--- config.mk ---
export PLATFORM = sky130hd
export DESIGN_NAME = sims_second_interrupt_output_ctrl
export DESIGN_NICKNAME = d
export VERILOG_FILES = /design/src/logic/sims_pkg.sv /design/src/logic/sims_second_interrupt_output_ctrl.sv /design/src/logic/sims_mask_mem.sv
export SDC_FILE = /design/constraint.sdc
export NUM_CORES = 1
export LEC_CHECK = 0
export BUFFER_PORTS_ARGS = -buffer_cell sky130_fd_sc_hd__buf_2
export CORE_UTILIZATION = 40
export CTS_BUF_LIST = sky130_fd_sc_hd__clkbuf_8
export CTS_CLUSTER_SIZE = 24
export DETAILED_ROUTE_END_ITERATION = 10
export GPL_TIMING_DRIVEN = 1
export PLACE_DENSITY = 0.74
export SLEW_MARGIN = 25
export SYNTH_ARGS = -nofsm -noshare
export SYNTH_HDL_FRONTEND = slang
export SYNTH_SLANG_ARGS = --single-unit
--- constraint.sdc ---
create_clock -name core_clk_in -period 2.2 [get_ports core_clk_in]
set_input_delay 0.22 -clock core_clk_in [delete_from_list [all_inputs] [get_ports core_clk_in]]
set_output_delay 0.22 -clock core_clk_in [all_outputs]
set_load 0.05 [all_outputs]
--- src/logic/sims_pkg.sv ---
// Constants for the second interrupt output mask logic.
package sims_pkg;
    // ==========================================================
    // Register addresses
    localparam logic [15:0] ADDR_MASK_BASE = 16'h0D18;
    localparam logic [15:0] ADDR_MASK_LAST = 16'h0D1C;
    localparam logic [15:0] ADDR_CTRL      = 16'h0D1F;
    localparam logic [15:0] ADDR_RAW2      = 16'h0D20;
    localparam logic [15:0] ADDR_RAW3      = 16'h0D21;
    localparam logic [15:0] ADDR_AOD_FLAGS = 16'h0D52;
    localparam logic [15:0] ADDR_AOD_MASK  = 16'h0D54;

    // ==========================================================
    // Mask bank layout and reset values
    localparam int          MASK_WORDS     = 5;
    localparam int          BANK_BITS      = 80;
    localparam int          BOOT_FLAT_BIT  = 0;
    localparam logic [79:0] MASK_BANK_RST  = 80'hFFFF_FFFF_FFFF_FFFF_FFFE;

    // ==========================================================
    // Control register
    localparam int          CTRL_MASTER_BIT = 0;
    localparam logic        CTRL_MASTER_RST = 1'b0;

    // ==========================================================
    // Always-on event flags: bit 2+2i rise, 3+2i fall
    localparam int          AOD_SOURCES    = 3;
    localparam int          AOD_LSB        = 2;
    localparam logic [15:0] AOD_FIELD      = 16'h00FC;
    localparam logic [15:0] AOD_FLAGS_RST  = 16'h0000;
    localparam logic [15:0] AOD_MASK_RST   = 16'h00FC;

    // ==========================================================
    // Raw status bit positions
    localparam int          RAW2_RAM_RDY_BIT = 8;
    localparam int          RAW2_DSP2_BIT    = 1;
    localparam int          RAW2_DSP1_BIT    = 0;
    localparam int          RAW3_SPK_WARN_BIT = 15;
endpackage

--- src/logic/sims_second_interrupt_output_ctrl.sv ---
// Second interrupt output: event flags, masks and raw status readback.
`timescale 1ns/1ps
`default_nettype none
// Functional notes
// - Five mask words mirror the five flag words
// - Mask one blocks flag, zero lets through
// - Boot-complete mask resets clear, others set
// - Control bit zero masks output; resets clear
// - Six sticky edge flags, write one clears
// - Always-on masks in own register, reset set
// - Raw status three bit fifteen: live warning
module sims_second_interrupt_output_ctrl
    import sims_pkg::*;
(
    input  wire logic        core_clk_in,
    input  wire logic        arst_n_in,
    input  wire logic        clk_en_in,
    input  wire logic [15:0] reg_addr_in,
    input  wire logic [15:0] reg_wdata_in,
    input  wire logic        reg_wr_in,
    input  wire logic        reg_rd_in,
    output logic      [15:0] reg_rdata_out,
    input  wire logic [79:0] main_event_flags_in,
    input  wire logic        jack_detect_in,
    input  wire logic        gpio_line_five_in,
    input  wire logic        mic_clamp_in,
    input  wire logic        dsp1_ram_ready_in,
    input  wire logic        dsp_second_interrupt_output_in,
    input  wire logic        dsp_irq1_in,
    input  wire logic        speaker_overtemp_warning_in,
    output logic             second_interrupt_output_out
);
    typedef struct packed {
        logic                   master_mask;
        logic [15:0]            aod_flags;
        logic [15:0]            aod_mask;
        logic [AOD_SOURCES-1:0] prev_lvl;
        logic                   prev_ok;
        logic [15:0]            rdata;
        logic                   rd_bank;
        logic                   irq;
    } sims_ctrl_s;

    sims_ctrl_s             st_r;
    sims_ctrl_s             st_nxt;
    logic [AOD_SOURCES-1:0] src_lvl;
    logic [15:0]            aod_set;
    logic [79:0]            bank_mask;
    logic [15:0]            bank_rdata;
    logic                   in_bank;
    logic                   bank_wr;
    logic [2:0]             bank_idx;
    logic                   pend_any;

    assign src_lvl  = {mic_clamp_in, gpio_line_five_in, jack_detect_in};
    assign in_bank  = (reg_addr_in >= ADDR_MASK_BASE) && (reg_addr_in <= ADDR_MASK_LAST);
    assign bank_wr  = reg_wr_in && in_bank;
    assign bank_idx = 3'(reg_addr_in - ADDR_MASK_BASE);

    // ==========================================================
    // Edge detectors, one rise and one fall per source
    // prev_ok stops the first level sampled after reset from looking like an edge
    genvar gi;
    generate
        for (gi = 0; gi < AOD_SOURCES; gi++) begin : g_edge
            assign aod_set[AOD_LSB+2*gi]   = st_r.prev_ok & src_lvl[gi] & ~st_r.prev_lvl[gi];
            assign aod_set[AOD_LSB+2*gi+1] = st_r.prev_ok & ~src_lvl[gi] & st_r.prev_lvl[gi];
        end
    endgenerate
    assign aod_set[1:0]  = 2'b00;
    assign aod_set[15:8] = 8'h00;

    // ==========================================================
    // Mask bank, one mask bit per main event flag
    sims_mask_mem u_mask_mem (
        .core_clk_in  (core_clk_in),
        .arst_n_in    (arst_n_in),
        .clk_en_in    (clk_en_in),
        .wr_en_in     (bank_wr),
        .wr_idx_in    (bank_idx),
        .wr_data_in   (reg_wdata_in),
        .rd_en_in     (reg_rd_in),
        .rd_idx_in    (bank_idx),
        .rd_data_out  (bank_rdata),
        .mask_vec_out (bank_mask)
    );

    // Any flag whose mask bit is clear, gated by the master mask
    assign pend_any = ~st_r.master_mask &
                      ((|(main_event_flags_in & ~bank_mask)) |
                       (|(st_r.aod_flags & ~st_r.aod_mask & AOD_FIELD)));

    // ==========================================================
    // Register writes, sticky flags and read mux
    always_comb begin
        st_nxt          = st_r;
        st_nxt.prev_lvl = src_lvl;
        st_nxt.prev_ok  = 1'b1;
        st_nxt.irq      = pend_any;
        if (reg_wr_in) begin
            unique case (reg_addr_in)
                ADDR_CTRL:      st_nxt.master_mask = reg_wdata_in[CTRL_MASTER_BIT];
                ADDR_AOD_FLAGS: st_nxt.aod_flags   = st_r.aod_flags & ~reg_wdata_in;
                ADDR_AOD_MASK:  st_nxt.aod_mask    = reg_wdata_in & AOD_FIELD;
                default:        st_nxt.aod_flags   = st_r.aod_flags;
            endcase
        end
        // Set after clear so an edge in the clearing cycle is kept
        st_nxt.aod_flags = (st_nxt.aod_flags | aod_set) & AOD_FIELD;
        if (reg_rd_in) begin
            st_nxt.rd_bank = in_bank;
            st_nxt.rdata   = 16'h0000;
            unique case (reg_addr_in)
                ADDR_CTRL:      st_nxt.rdata[CTRL_MASTER_BIT] = st_r.master_mask;
                ADDR_RAW2: begin
                    st_nxt.rdata[RAW2_RAM_RDY_BIT] = dsp1_ram_ready_in;
                    st_nxt.rdata[RAW2_DSP2_BIT]    = dsp_second_interrupt_output_in;
                    st_nxt.rdata[RAW2_DSP1_BIT]    = dsp_irq1_in;
                end
                ADDR_RAW3:      st_nxt.rdata[RAW3_SPK_WARN_BIT] = speaker_overtemp_warning_in;
                ADDR_AOD_FLAGS: st_nxt.rdata = st_r.aod_flags;
                ADDR_AOD_MASK:  st_nxt.rdata = st_r.aod_mask;
                default:        st_nxt.rdata = 16'h0000;
            endcase
        end
    end

    // State register; clock enable freezes everything
    always_ff @(posedge core_clk_in or negedge arst_n_in) begin
        if (!arst_n_in) begin
            st_r <= '{master_mask: CTRL_MASTER_RST, aod_flags: AOD_FLAGS_RST,
                      aod_mask: AOD_MASK_RST, prev_lvl: '0, prev_ok: 1'b0,
                      rdata: 16'h0000, rd_bank: 1'b0, irq: 1'b0};
        end else if (clk_en_in) begin
            st_r <= st_nxt;
        end
    end

    // Bank data already sits in a register inside the memory
    assign reg_rdata_out               = st_r.rd_bank ? bank_rdata : st_r.rdata;
    assign second_interrupt_output_out = st_r.irq;

    // ==========================================================
    // Checks
    // High only up to the first edge after reset, so reset values can be checked
    logic first_r;
    always_ff @(posedge core_clk_in or negedge arst_n_in) begin
        if (!arst_n_in) begin
            first_r <= 1'b1;
        end else begin
            first_r <= 1'b0;
        end
    end

    // Reset values of every mask
    bank_reset_a: assert property (@(posedge core_clk_in) disable iff (!arst_n_in)
        first_r |-> (bank_mask == MASK_BANK_RST) && !bank_mask[BOOT_FLAT_BIT]
                    && (st_r.aod_mask == AOD_MASK_RST) && !st_r.master_mask)
        else $error("mask reset values wrong");

    // Output path: pending term, mask bits and master mask
    irq_follow_a: assert property (@(posedge core_clk_in) disable iff (!arst_n_in)
        clk_en_in |=> second_interrupt_output_out == $past(pend_any))
        else $error("interrupt output does not follow pending state");

    master_block_a: assert property (@(posedge core_clk_in) disable iff (!arst_n_in)
        (clk_en_in && st_r.master_mask) |=> !second_interrupt_output_out)
        else $error("master mask did not suppress output");

    all_masked_a: assert property (@(posedge core_clk_in) disable iff (!arst_n_in)
        (clk_en_in && (&bank_mask) && ((st_r.aod_mask & AOD_FIELD) == AOD_FIELD))
        |=> !second_interrupt_output_out)
        else $error("masked flags reached the output");

    // Sticky always-on flags
    jack_rise_a: assert property (@(posedge core_clk_in) disable iff (!arst_n_in)
        (clk_en_in && st_r.prev_ok && !st_r.prev_lvl[0] && jack_detect_in)
        |=> st_r.aod_flags[AOD_LSB])
        else $error("jack rise edge not captured");

    flag_clear_a: assert property (@(posedge core_clk_in) disable iff (!arst_n_in)
        (clk_en_in && reg_wr_in && reg_addr_in == ADDR_AOD_FLAGS && aod_set == 16'h0000)
        |=> ((st_r.aod_flags & $past(reg_wdata_in)) == 16'h0000))
        else $error("write one did not clear flag");

    flag_hold_a: assert property (@(posedge core_clk_in) disable iff (!arst_n_in)
        (clk_en_in && !(reg_wr_in && reg_addr_in == ADDR_AOD_FLAGS))
        |=> ((st_r.aod_flags & $past(st_r.aod_flags)) == $past(st_r.aod_flags)))
        else $error("sticky flag lost without a clear");

    // Register writes and read data
    aod_mask_wr_a: assert property (@(posedge core_clk_in) disable iff (!arst_n_in)
        (clk_en_in && reg_wr_in && reg_addr_in == ADDR_AOD_MASK)
        |=> st_r.aod_mask == ($past(reg_wdata_in) & AOD_FIELD))
        else $error("always-on mask write lost");

    bank_write_a: assert property (@(posedge core_clk_in) disable iff (!arst_n_in)
        (clk_en_in && reg_wr_in && reg_addr_in == ADDR_MASK_BASE)
        |=> bank_mask[15:0] == $past(reg_wdata_in))
        else $error("mask bank word not written");

    warn_read_a: assert property (@(posedge core_clk_in) disable iff (!arst_n_in)
        (clk_en_in && reg_rd_in && reg_addr_in == ADDR_RAW3)
        |=> reg_rdata_out[RAW3_SPK_WARN_BIT] == $past(speaker_overtemp_warning_in))
        else $error("warning status not live");

    bank_read_a: assert property (@(posedge core_clk_in) disable iff (!arst_n_in)
        (clk_en_in && reg_rd_in && in_bank)
        |=> reg_rdata_out == $past(bank_mask[bank_idx*16 +: 16]))
        else $error("mask bank word read back wrong");

    flag_read_a: assert property (@(posedge core_clk_in) disable iff (!arst_n_in)
        (clk_en_in && reg_rd_in && reg_addr_in == ADDR_AOD_FLAGS)
        |=> reg_rdata_out == $past(st_r.aod_flags))
        else $error("always-on flags read back wrong");

    // An unmasked flag must raise the output while the master mask is clear
    main_pass_a: assert property (@(posedge core_clk_in) disable iff (!arst_n_in)
        (clk_en_in && !st_r.master_mask && (|(main_event_flags_in & ~bank_mask)))
        |=> second_interrupt_output_out)
        else $error("unmasked main flag did not reach output");

    aod_pass_a: assert property (@(posedge core_clk_in) disable iff (!arst_n_in)
        (clk_en_in && !st_r.master_mask && (|(st_r.aod_flags & ~st_r.aod_mask & AOD_FIELD)))
        |=> second_interrupt_output_out)
        else $error("unmasked always-on flag did not reach output");
endmodule
`default_nettype wire

--- src/logic/sims_mask_mem.sv ---
// Five-word mask bank with registered read data.
`timescale 1ns/1ps
`default_nettype none
module sims_mask_mem
    import sims_pkg::*;
(
    input  wire logic        core_clk_in,
    input  wire logic        arst_n_in,
    input  wire logic        clk_en_in,
    input  wire logic        wr_en_in,
    input  wire logic [2:0]  wr_idx_in,
    input  wire logic [15:0] wr_data_in,
    input  wire logic        rd_en_in,
    input  wire logic [2:0]  rd_idx_in,
    output logic      [15:0] rd_data_out,
    output logic      [79:0] mask_vec_out
);
    typedef struct packed {
        logic [MASK_WORDS-1:0][15:0] words;
        logic [15:0]                 rdata;
    } sims_mem_s;

    sims_mem_s st_r;
    sims_mem_s st_nxt;

    // ==========================================================
    // Next state: write then registered read
    always_comb begin
        st_nxt = st_r;
        if (wr_en_in && (wr_idx_in < 3'(MASK_WORDS))) begin
            st_nxt.words[wr_idx_in] = wr_data_in;
        end
        if (rd_en_in) begin
            st_nxt.rdata = (rd_idx_in < 3'(MASK_WORDS)) ? st_r.words[rd_idx_in] : 16'h0000;
        end
    end

    // Boot-complete mask starts clear, the rest masked
    always_ff @(posedge core_clk_in or negedge arst_n_in) begin
        if (!arst_n_in) begin
            st_r <= {MASK_BANK_RST, 16'h0000};
        end else if (clk_en_in) begin
            st_r <= st_nxt;
        end
    end

    assign rd_data_out  = st_r.rdata;
    assign mask_vec_out = st_r.words;
endmodule
`default_nettype wire

==> metrics.txt, run 1 <==
worst path cell trace=nor2b_1, a2111oi_1, buf_4, nand4_1, nor4_1, a31oi_1; Critical Path Start=u_mask_mem.mask_vec_out[45]; Slew @ Worst Pin=0.584 ns; largest net degree at the start of global routing=63; Die Height=130 um; P_leak=3.70 nW; f_max=476 MHz; #FFs+latches synth=125; Startpoint Class=flip-flop; IO Count=141; Num CTS Buffers=17; CORE AREA=15900 sq um; hold violation count in the final report=0; DRT antenna net count=0; final wirelength=19000 um; Max Cap Viol=0; drt drc=0; cell taking the most area after synthesis=dfstp_2; CP Data Required Time=2.51 ns; mapped cell area=6560 sq um; Setup CP Type=reg -> reg; count of cell types in the netlist=42; Yosys top cell area share=34.1%; Buffers on Ports=140; total track usage=23.5%; clock-pin slew on the worst setup and hold paths=0.08 ns; Cells after Synth=537; CP delay by family, top=compound AO/OA/AOI/OAI gates; share of post-route cells with drive strength above 1=56.3%; clk sink count=125; status=finished, final reports clean; Largest stage delay, worst path=0.55 ns; Area growth syn-to-layout=23.6%; Worst path slowest cell=dfstp_2; vias in the first global route=5012; first-pass GRT wire length=28500 um; clk buf depth=2; Max rail drop VDD=0.363 mV; vias per std cell=5.41; Initial DRT Pass Iterations=7; Seq/Total Area, Yosys=49.3%; NumNets Final=827; fin. max-slew vios=0; Core Rows=46; main area contributors after synthesis=dfstp_2 (34%), dfrtp_1 (15%), mux2_2 (11%), mux2_4 (6.6%), mux4_2 (5.5%); CTS H-tree lvls=4; TritonCTS clock tree=yes; CTS root buf=clkbuf_8; Initial DRC Count=415; Overflow after GRT=0; power per cell area=609 nW/um^2; fin worst setup slack=0.0977 ns; fin crit share=95.6%; RSZ-0062 raised after global routing=no; Routed WL per cell=20.3 um; CP Capture Type=flip-flop; Final min period=2.10 ns; final setup fails=0; dpl cells=899; HPWL Detailed=14300 um; CP max FO=3; initial antenna violation count=0; fraction of registers with async set/reset=100%; class of the worst hold path=in -> reg; worst r2r src=u_mask_mem.mask_vec_out[45]; fill cell count=1441; Relative slew margins=61.1%; dpl ws=-0.0538 ns; hold wc startpoint=gpio_line_five_in; worst-skew pair later-pin latency=0.44 ns; via count=5043; synthesized area per cell=12.2 sq um; number of synthesized flops with an enable pin=0; Die ar.=16900 sq um; width of the die=130 um; ant diodes=0; Synth Warn #=0; Worst Skew=0.0136 ns; Post-Syn Nets=661; Final Non-Filler Cells=932; number of setup buffers added after CTS=0; Starting Density=41.1%; GP Congestion=0.831; number of buffer and inverter stages on the critical path=1; Crit path arrival time=2.41 ns; Post-synth top flop=dfstp_2
synthesized netlist by cell type, types with 4 or more instances:
cell       instances
dfstp_2           85
mux2_2            66
inv_1             49
nor2b_1           47
dfrtp_1           40
nand2_1           33
mux2_4            29
o21ai_0           19
mux4_2            16
nor2_1            16
a2111oi_0         15
a221oi_1          15
clkbuf_1          14
a21oi_1           12
a22oi_1           11
and2_1             9
nand4_1            9
o22ai_1            7
a32o_1             6
buf_6              5
buf_2              4
nor4_1             4
worst min-delay path: cells and delay by family:
family | cells | cell delay [ns]
simple gates | 1 | 0.05
compound gates | 1 | 0.05
buf+inv | 1 | 0.10
placed cells by master, fill, tap and decap left out, types with 12 or more instances in the layout:
cell,n
inv_1,52
nor2b_1,47
a2111oi_0,14
nor2_1,16
nand2_1,33
o21ai_0,19
mux2_4,29
mux4_2,16
buf_2,139
dfstp_2,85
clkbuf_8,23
a221oi_1,15
buf_4,28
dfrtp_1,40
a21oi_1,12
mux2_2,66
sequential cells by signal, indices dropped and copies added, names as in the netlist:
| name | flops |
|---|---|
| u_mask_mem.mask_vec_out | 80 |
| st_r | 28 |
| u_mask_mem.rd_data_out | 16 |
| second_interrupt_output_out | 1 |
cell families (layout without fill, tap and decap cells):
logic type      Yosys count  count (layout)  share of synthesized area (%)
flops                   125             125                           49.3
compound gates           88              88                           9.89
simple gates            137             137                           12.1
buf+inv                  74             253                           4.89
mux                     113             113                           23.8
per-layer routing:
metal	track usage [%]	wire [um]	up-vias
met5	0	0	-
met4	8.62	458	0
met3	5.25	1240	29
met2	37.4	9070	222
met1	31.4	8200	2509
li1	-	-	2283
stage by stage:
stage | setup TNS (ns) | hold WS, ns | power, mW | instance area (sq um) | util (%)
after floorplan | 0 | -0.0756 | 2.53 | 6560 | -
after global placement | -0.144 | 0.220 | 2.79 | 7660 | 48.0
after detailed placement | -1.00 | 0.217 | 2.79 | 7660 | 48.0
after CTS | 0 | 0.00552 | 4.95 | 8100 | 50.8
after global routing | 0 | 0.0333 | 5.10 | 8100 | 50.8
final | 0 | 0.0207 | 4.93 | 8100 | 50.8
power by group:
group | internal, mW | total (mW) | switching (mW)
Clock | 1.29 | 2.18 | 0.891
Sequential | 2.34 | 2.35 | 0.0161
Combinational | 0.169 | 0.406 | 0.237
Total | 3.79 | 4.93 | 1.14
worst paths after layout:
check	slack, ns	endpoint	depth (start not counted)
worst max-delay path	0.1	second_interrupt_output_out	6
worst min-delay path	0.02	st_r[20]	3
worst max register to register	0.1	second_interrupt_output_out	6
worst min register to register	0.47	st_r[10]	2
max in group asynchronous	1.11	st_r[24]	3
min in group asynchronous	0.31	u_mask_mem.rd_data_out[7]	2
what timing repair did:
| action | CTS | global route |
|---|---|---|
| resized for setup | 0 | 1 |
| hold buffers | 1 | 0 |
| setup endpoints to repair | 0 | 1 |
| endpoints found under the hold margin | 11 | 0 |
area by class of cell:
class	instances	area [sq um]	share of cell area (%)
repair buffers	171	976	12.0
well taps	216	270	3.33
flip-flops and latches	125	3230	39.9
clock inverters	9	116	1.44
inverters	50	188	2.32
multi-input cells	338	3000	37.1
clock buffers	23	317	3.91
No activity file was read; power rests on OpenSTA's default activity.
==> inputs of run 2 (changes only) <==
--- a/config.mk
+++ b/config.mk
@@ -7,10 +7,9 @@
 export LEC_CHECK = 0
 export BUFFER_PORTS_ARGS = -buffer_cell sky130_fd_sc_hd__buf_2
 export CORE_UTILIZATION = 40
-export CTS_BUF_LIST = sky130_fd_sc_hd__clkbuf_8
 export CTS_CLUSTER_SIZE = 24
 export DETAILED_ROUTE_END_ITERATION = 10
-export GPL_TIMING_DRIVEN = 1
+export GPL_TIMING_DRIVEN = 0
 export PLACE_DENSITY = 0.74
 export SLEW_MARGIN = 25
 export SYNTH_ARGS = -nofsm -noshare
==> metrics.txt, run 2 (synthesis results as in run 1) <==
combinational fraction of design power=7.6% (-0.6 points); initial antenna violation count=1 (+1); power per cell area=658 nW/um^2 (+8.0%); most frequent cells in the layout=buf_2 (142), dfstp_2 (85), mux2_2 (66); Worst Skew=0.0105 ns (-0.00317 ns); IO Count=141 (unchanged); Buffers on Ports=139 (-0.71%); RSZ-0062 raised after global routing=no; Slew @ Worst Pin=0.752 ns (+0.168 ns); HPWL Detailed=14800 um (+3.1%); setup TNS=0 ns (unchanged); Die Height=130 um (unchanged); via count=5063 (+0.40%); Relative slew margins=49.4% (-12 points); Setup CP Type=reg -> reg; vias per std cell=5.47 (+1.0%); total track usage=24.4% (+0.89 points); CP max FO=3 (unchanged); final wirelength=19500 um (+2.6%); Final Non-Filler Cells=926 (-0.64%); Max rail drop VDD=0.520 mV (+43%); DRT antenna net count=0 (unchanged); most common cell after layout, fill and taps aside=buf_2; fin crit share=96.9% (+1.3 points); Initial DRC Count=412 (-0.72%); Crit path arrival time=2.41 ns (about the same); Area growth syn-to-layout=24.0%; Overflow after GRT=0 (unchanged); Psw=1.25 mW (+9.3%); Initial DRT Pass Iterations=5 (-2); total power=5.35 mW (+8.3%); status=finished, final reports clean; max FFs per register=80 (unchanged); number of setup buffers added after CTS=0 (unchanged); hold violation count in the final report=0 (unchanged); clock power share=48.4% (+4.3 points); clock-pin slew on the worst setup and hold paths=0.06 ns (-0.02 ns); final setup fails=0 (unchanged); clk sink count=125 (unchanged); design area=8130 sq um (+0.32%); worst-skew pair later-pin latency=0.42 ns (-0.02 ns); Starting Density=41.1% (unchanged); r2r setup slk=0.07 ns (-0.03 ns); width of the die=130 um (unchanged); largest net degree at the start of global routing=69 (+9.5%); share of post-route cells with drive strength above 1=54.2% (-2.1 points); P_leak=3.64 nW (-1.6%); Int Power=4.10 mW (+8.0%); CTS root buf=clkbuf_16; Routed WL per cell=21.0 um (+3.3%); CORE AREA=15900 sq um (unchanged); Max Cap Viol=0 (unchanged); first-pass GRT wire length=29500 um (+3.5%); Core Rows=46 (unchanged); dpl cells=893 (-0.67%); fin. max-slew vios=0 (unchanged); Final min period=2.13 ns (+0.0294 ns); GP Congestion=0.827 (-0.40%); sequential share of power=44.0% (-3.7 points); final hold slack=0.0485 ns (+0.0278 ns); CP Capture Type=flip-flop; CP Data Required Time=2.48 ns (-0.03 ns); f_max=469 MHz (-1.4%); NumNets Final=820 (-0.85%); class of the worst hold path=in -> reg; Sw Share=23.4% (+0.20 points); drt drc=0 (unchanged); vias in the first global route=5103 (+1.8%); clk buf depth=2 (unchanged); Num CTS Buffers=17 (unchanged); Startpoint Class=flip-flop; area post-placement=7560 sq um (-1.3%); CTS H-tree lvls=4 (unchanged); TritonCTS clock tree=yes; Die ar.=16900 sq um (unchanged)
run 2: cell count changes in the layout (fill, tap and decap cells not counted), moves of 5 or more:
cell	previous run	this run
a2111oi_1	1	6
buf_6	0	5
a2111oi_0	14	7
clkbuf_1	0	16
clkbuf_16	0	17
clkbuf_8	23	2
buf_4	28	0
run 2: metal layers:
layer	part of all wire, %	track usage [%]	vias to the layer above
li1	-	-	2278
met1	41	32.5	2571
met2	48	38.0	184
met3	7.2	5.21	30
met4	3.2	11.6	0
met5	0	0	-
run 2: path summary, 6_finish.rpt:
| kind | to | depth (start not counted) | from |
|---|---|---|---|
| worst max-delay path | second_interrupt_output_out | 5 | u_mask_mem.mask_vec_out[16] |
| worst min-delay path | st_r[21] | 3 | mic_clamp_in |
| worst max register to register | second_interrupt_output_out | 5 | u_mask_mem.mask_vec_out[16] |
| worst min register to register | st_r[3] | 2 | st_r[3] |
| max in group asynchronous | u_mask_mem.mask_vec_out[14] | 3 | arst_n_in |
| min in group asynchronous | st_r[10] | 2 | arst_n_in |
run 2: metrics by stage:
step                utilization (%)  setup slack, ns
finish                         51.0           0.0683
floorplan                         -            0.250
detailed placement             47.4           -0.518
global placement               47.2           -0.637
CTS                            50.9           0.0134
global route                   51.0           0.0204
run 2: power groups by stage:
stage          Clock, mW  Combinational [mW]  Sequential [mW]
2_1_floorplan          0               0.143             2.38
3_5_place_dp           0               0.397             2.39
5_1_grt             2.72               0.443             2.36
6_report            2.59               0.404             2.35
3_3_place_gp           0               0.383             2.39
4_1_cts             2.61               0.403             2.35
run 2: what timing repair did:
item,CTS,global route
endpoints found under the setup margin,12,1
pin swaps,0,0
endpoints found under the hold margin,38,0
hold buffers,1,0
resized for setup,6,6
run 2: layout make-up:
type | count | area, sq um
clock buffers | 24 | 472
plain buffers | 23 | 131
repair buffers | 141 | 743
diodes | 1 | 2.50
clock inverters | 8 | 67.6
well taps | 216 | 270
multi-input cells | 338 | 3020
flip-flops and latches | 125 | 3230
inverters | 50 | 188
fillers | 1457 | 7810
run 2: critical path: stages (launching register included):
cell and delay, ns:
dfstp_2 0.54, nor2b_1 0.05, a2111oi_1 0.66, nand4_1 0.17, nor4_1 0.43, a31oi_1 0.15
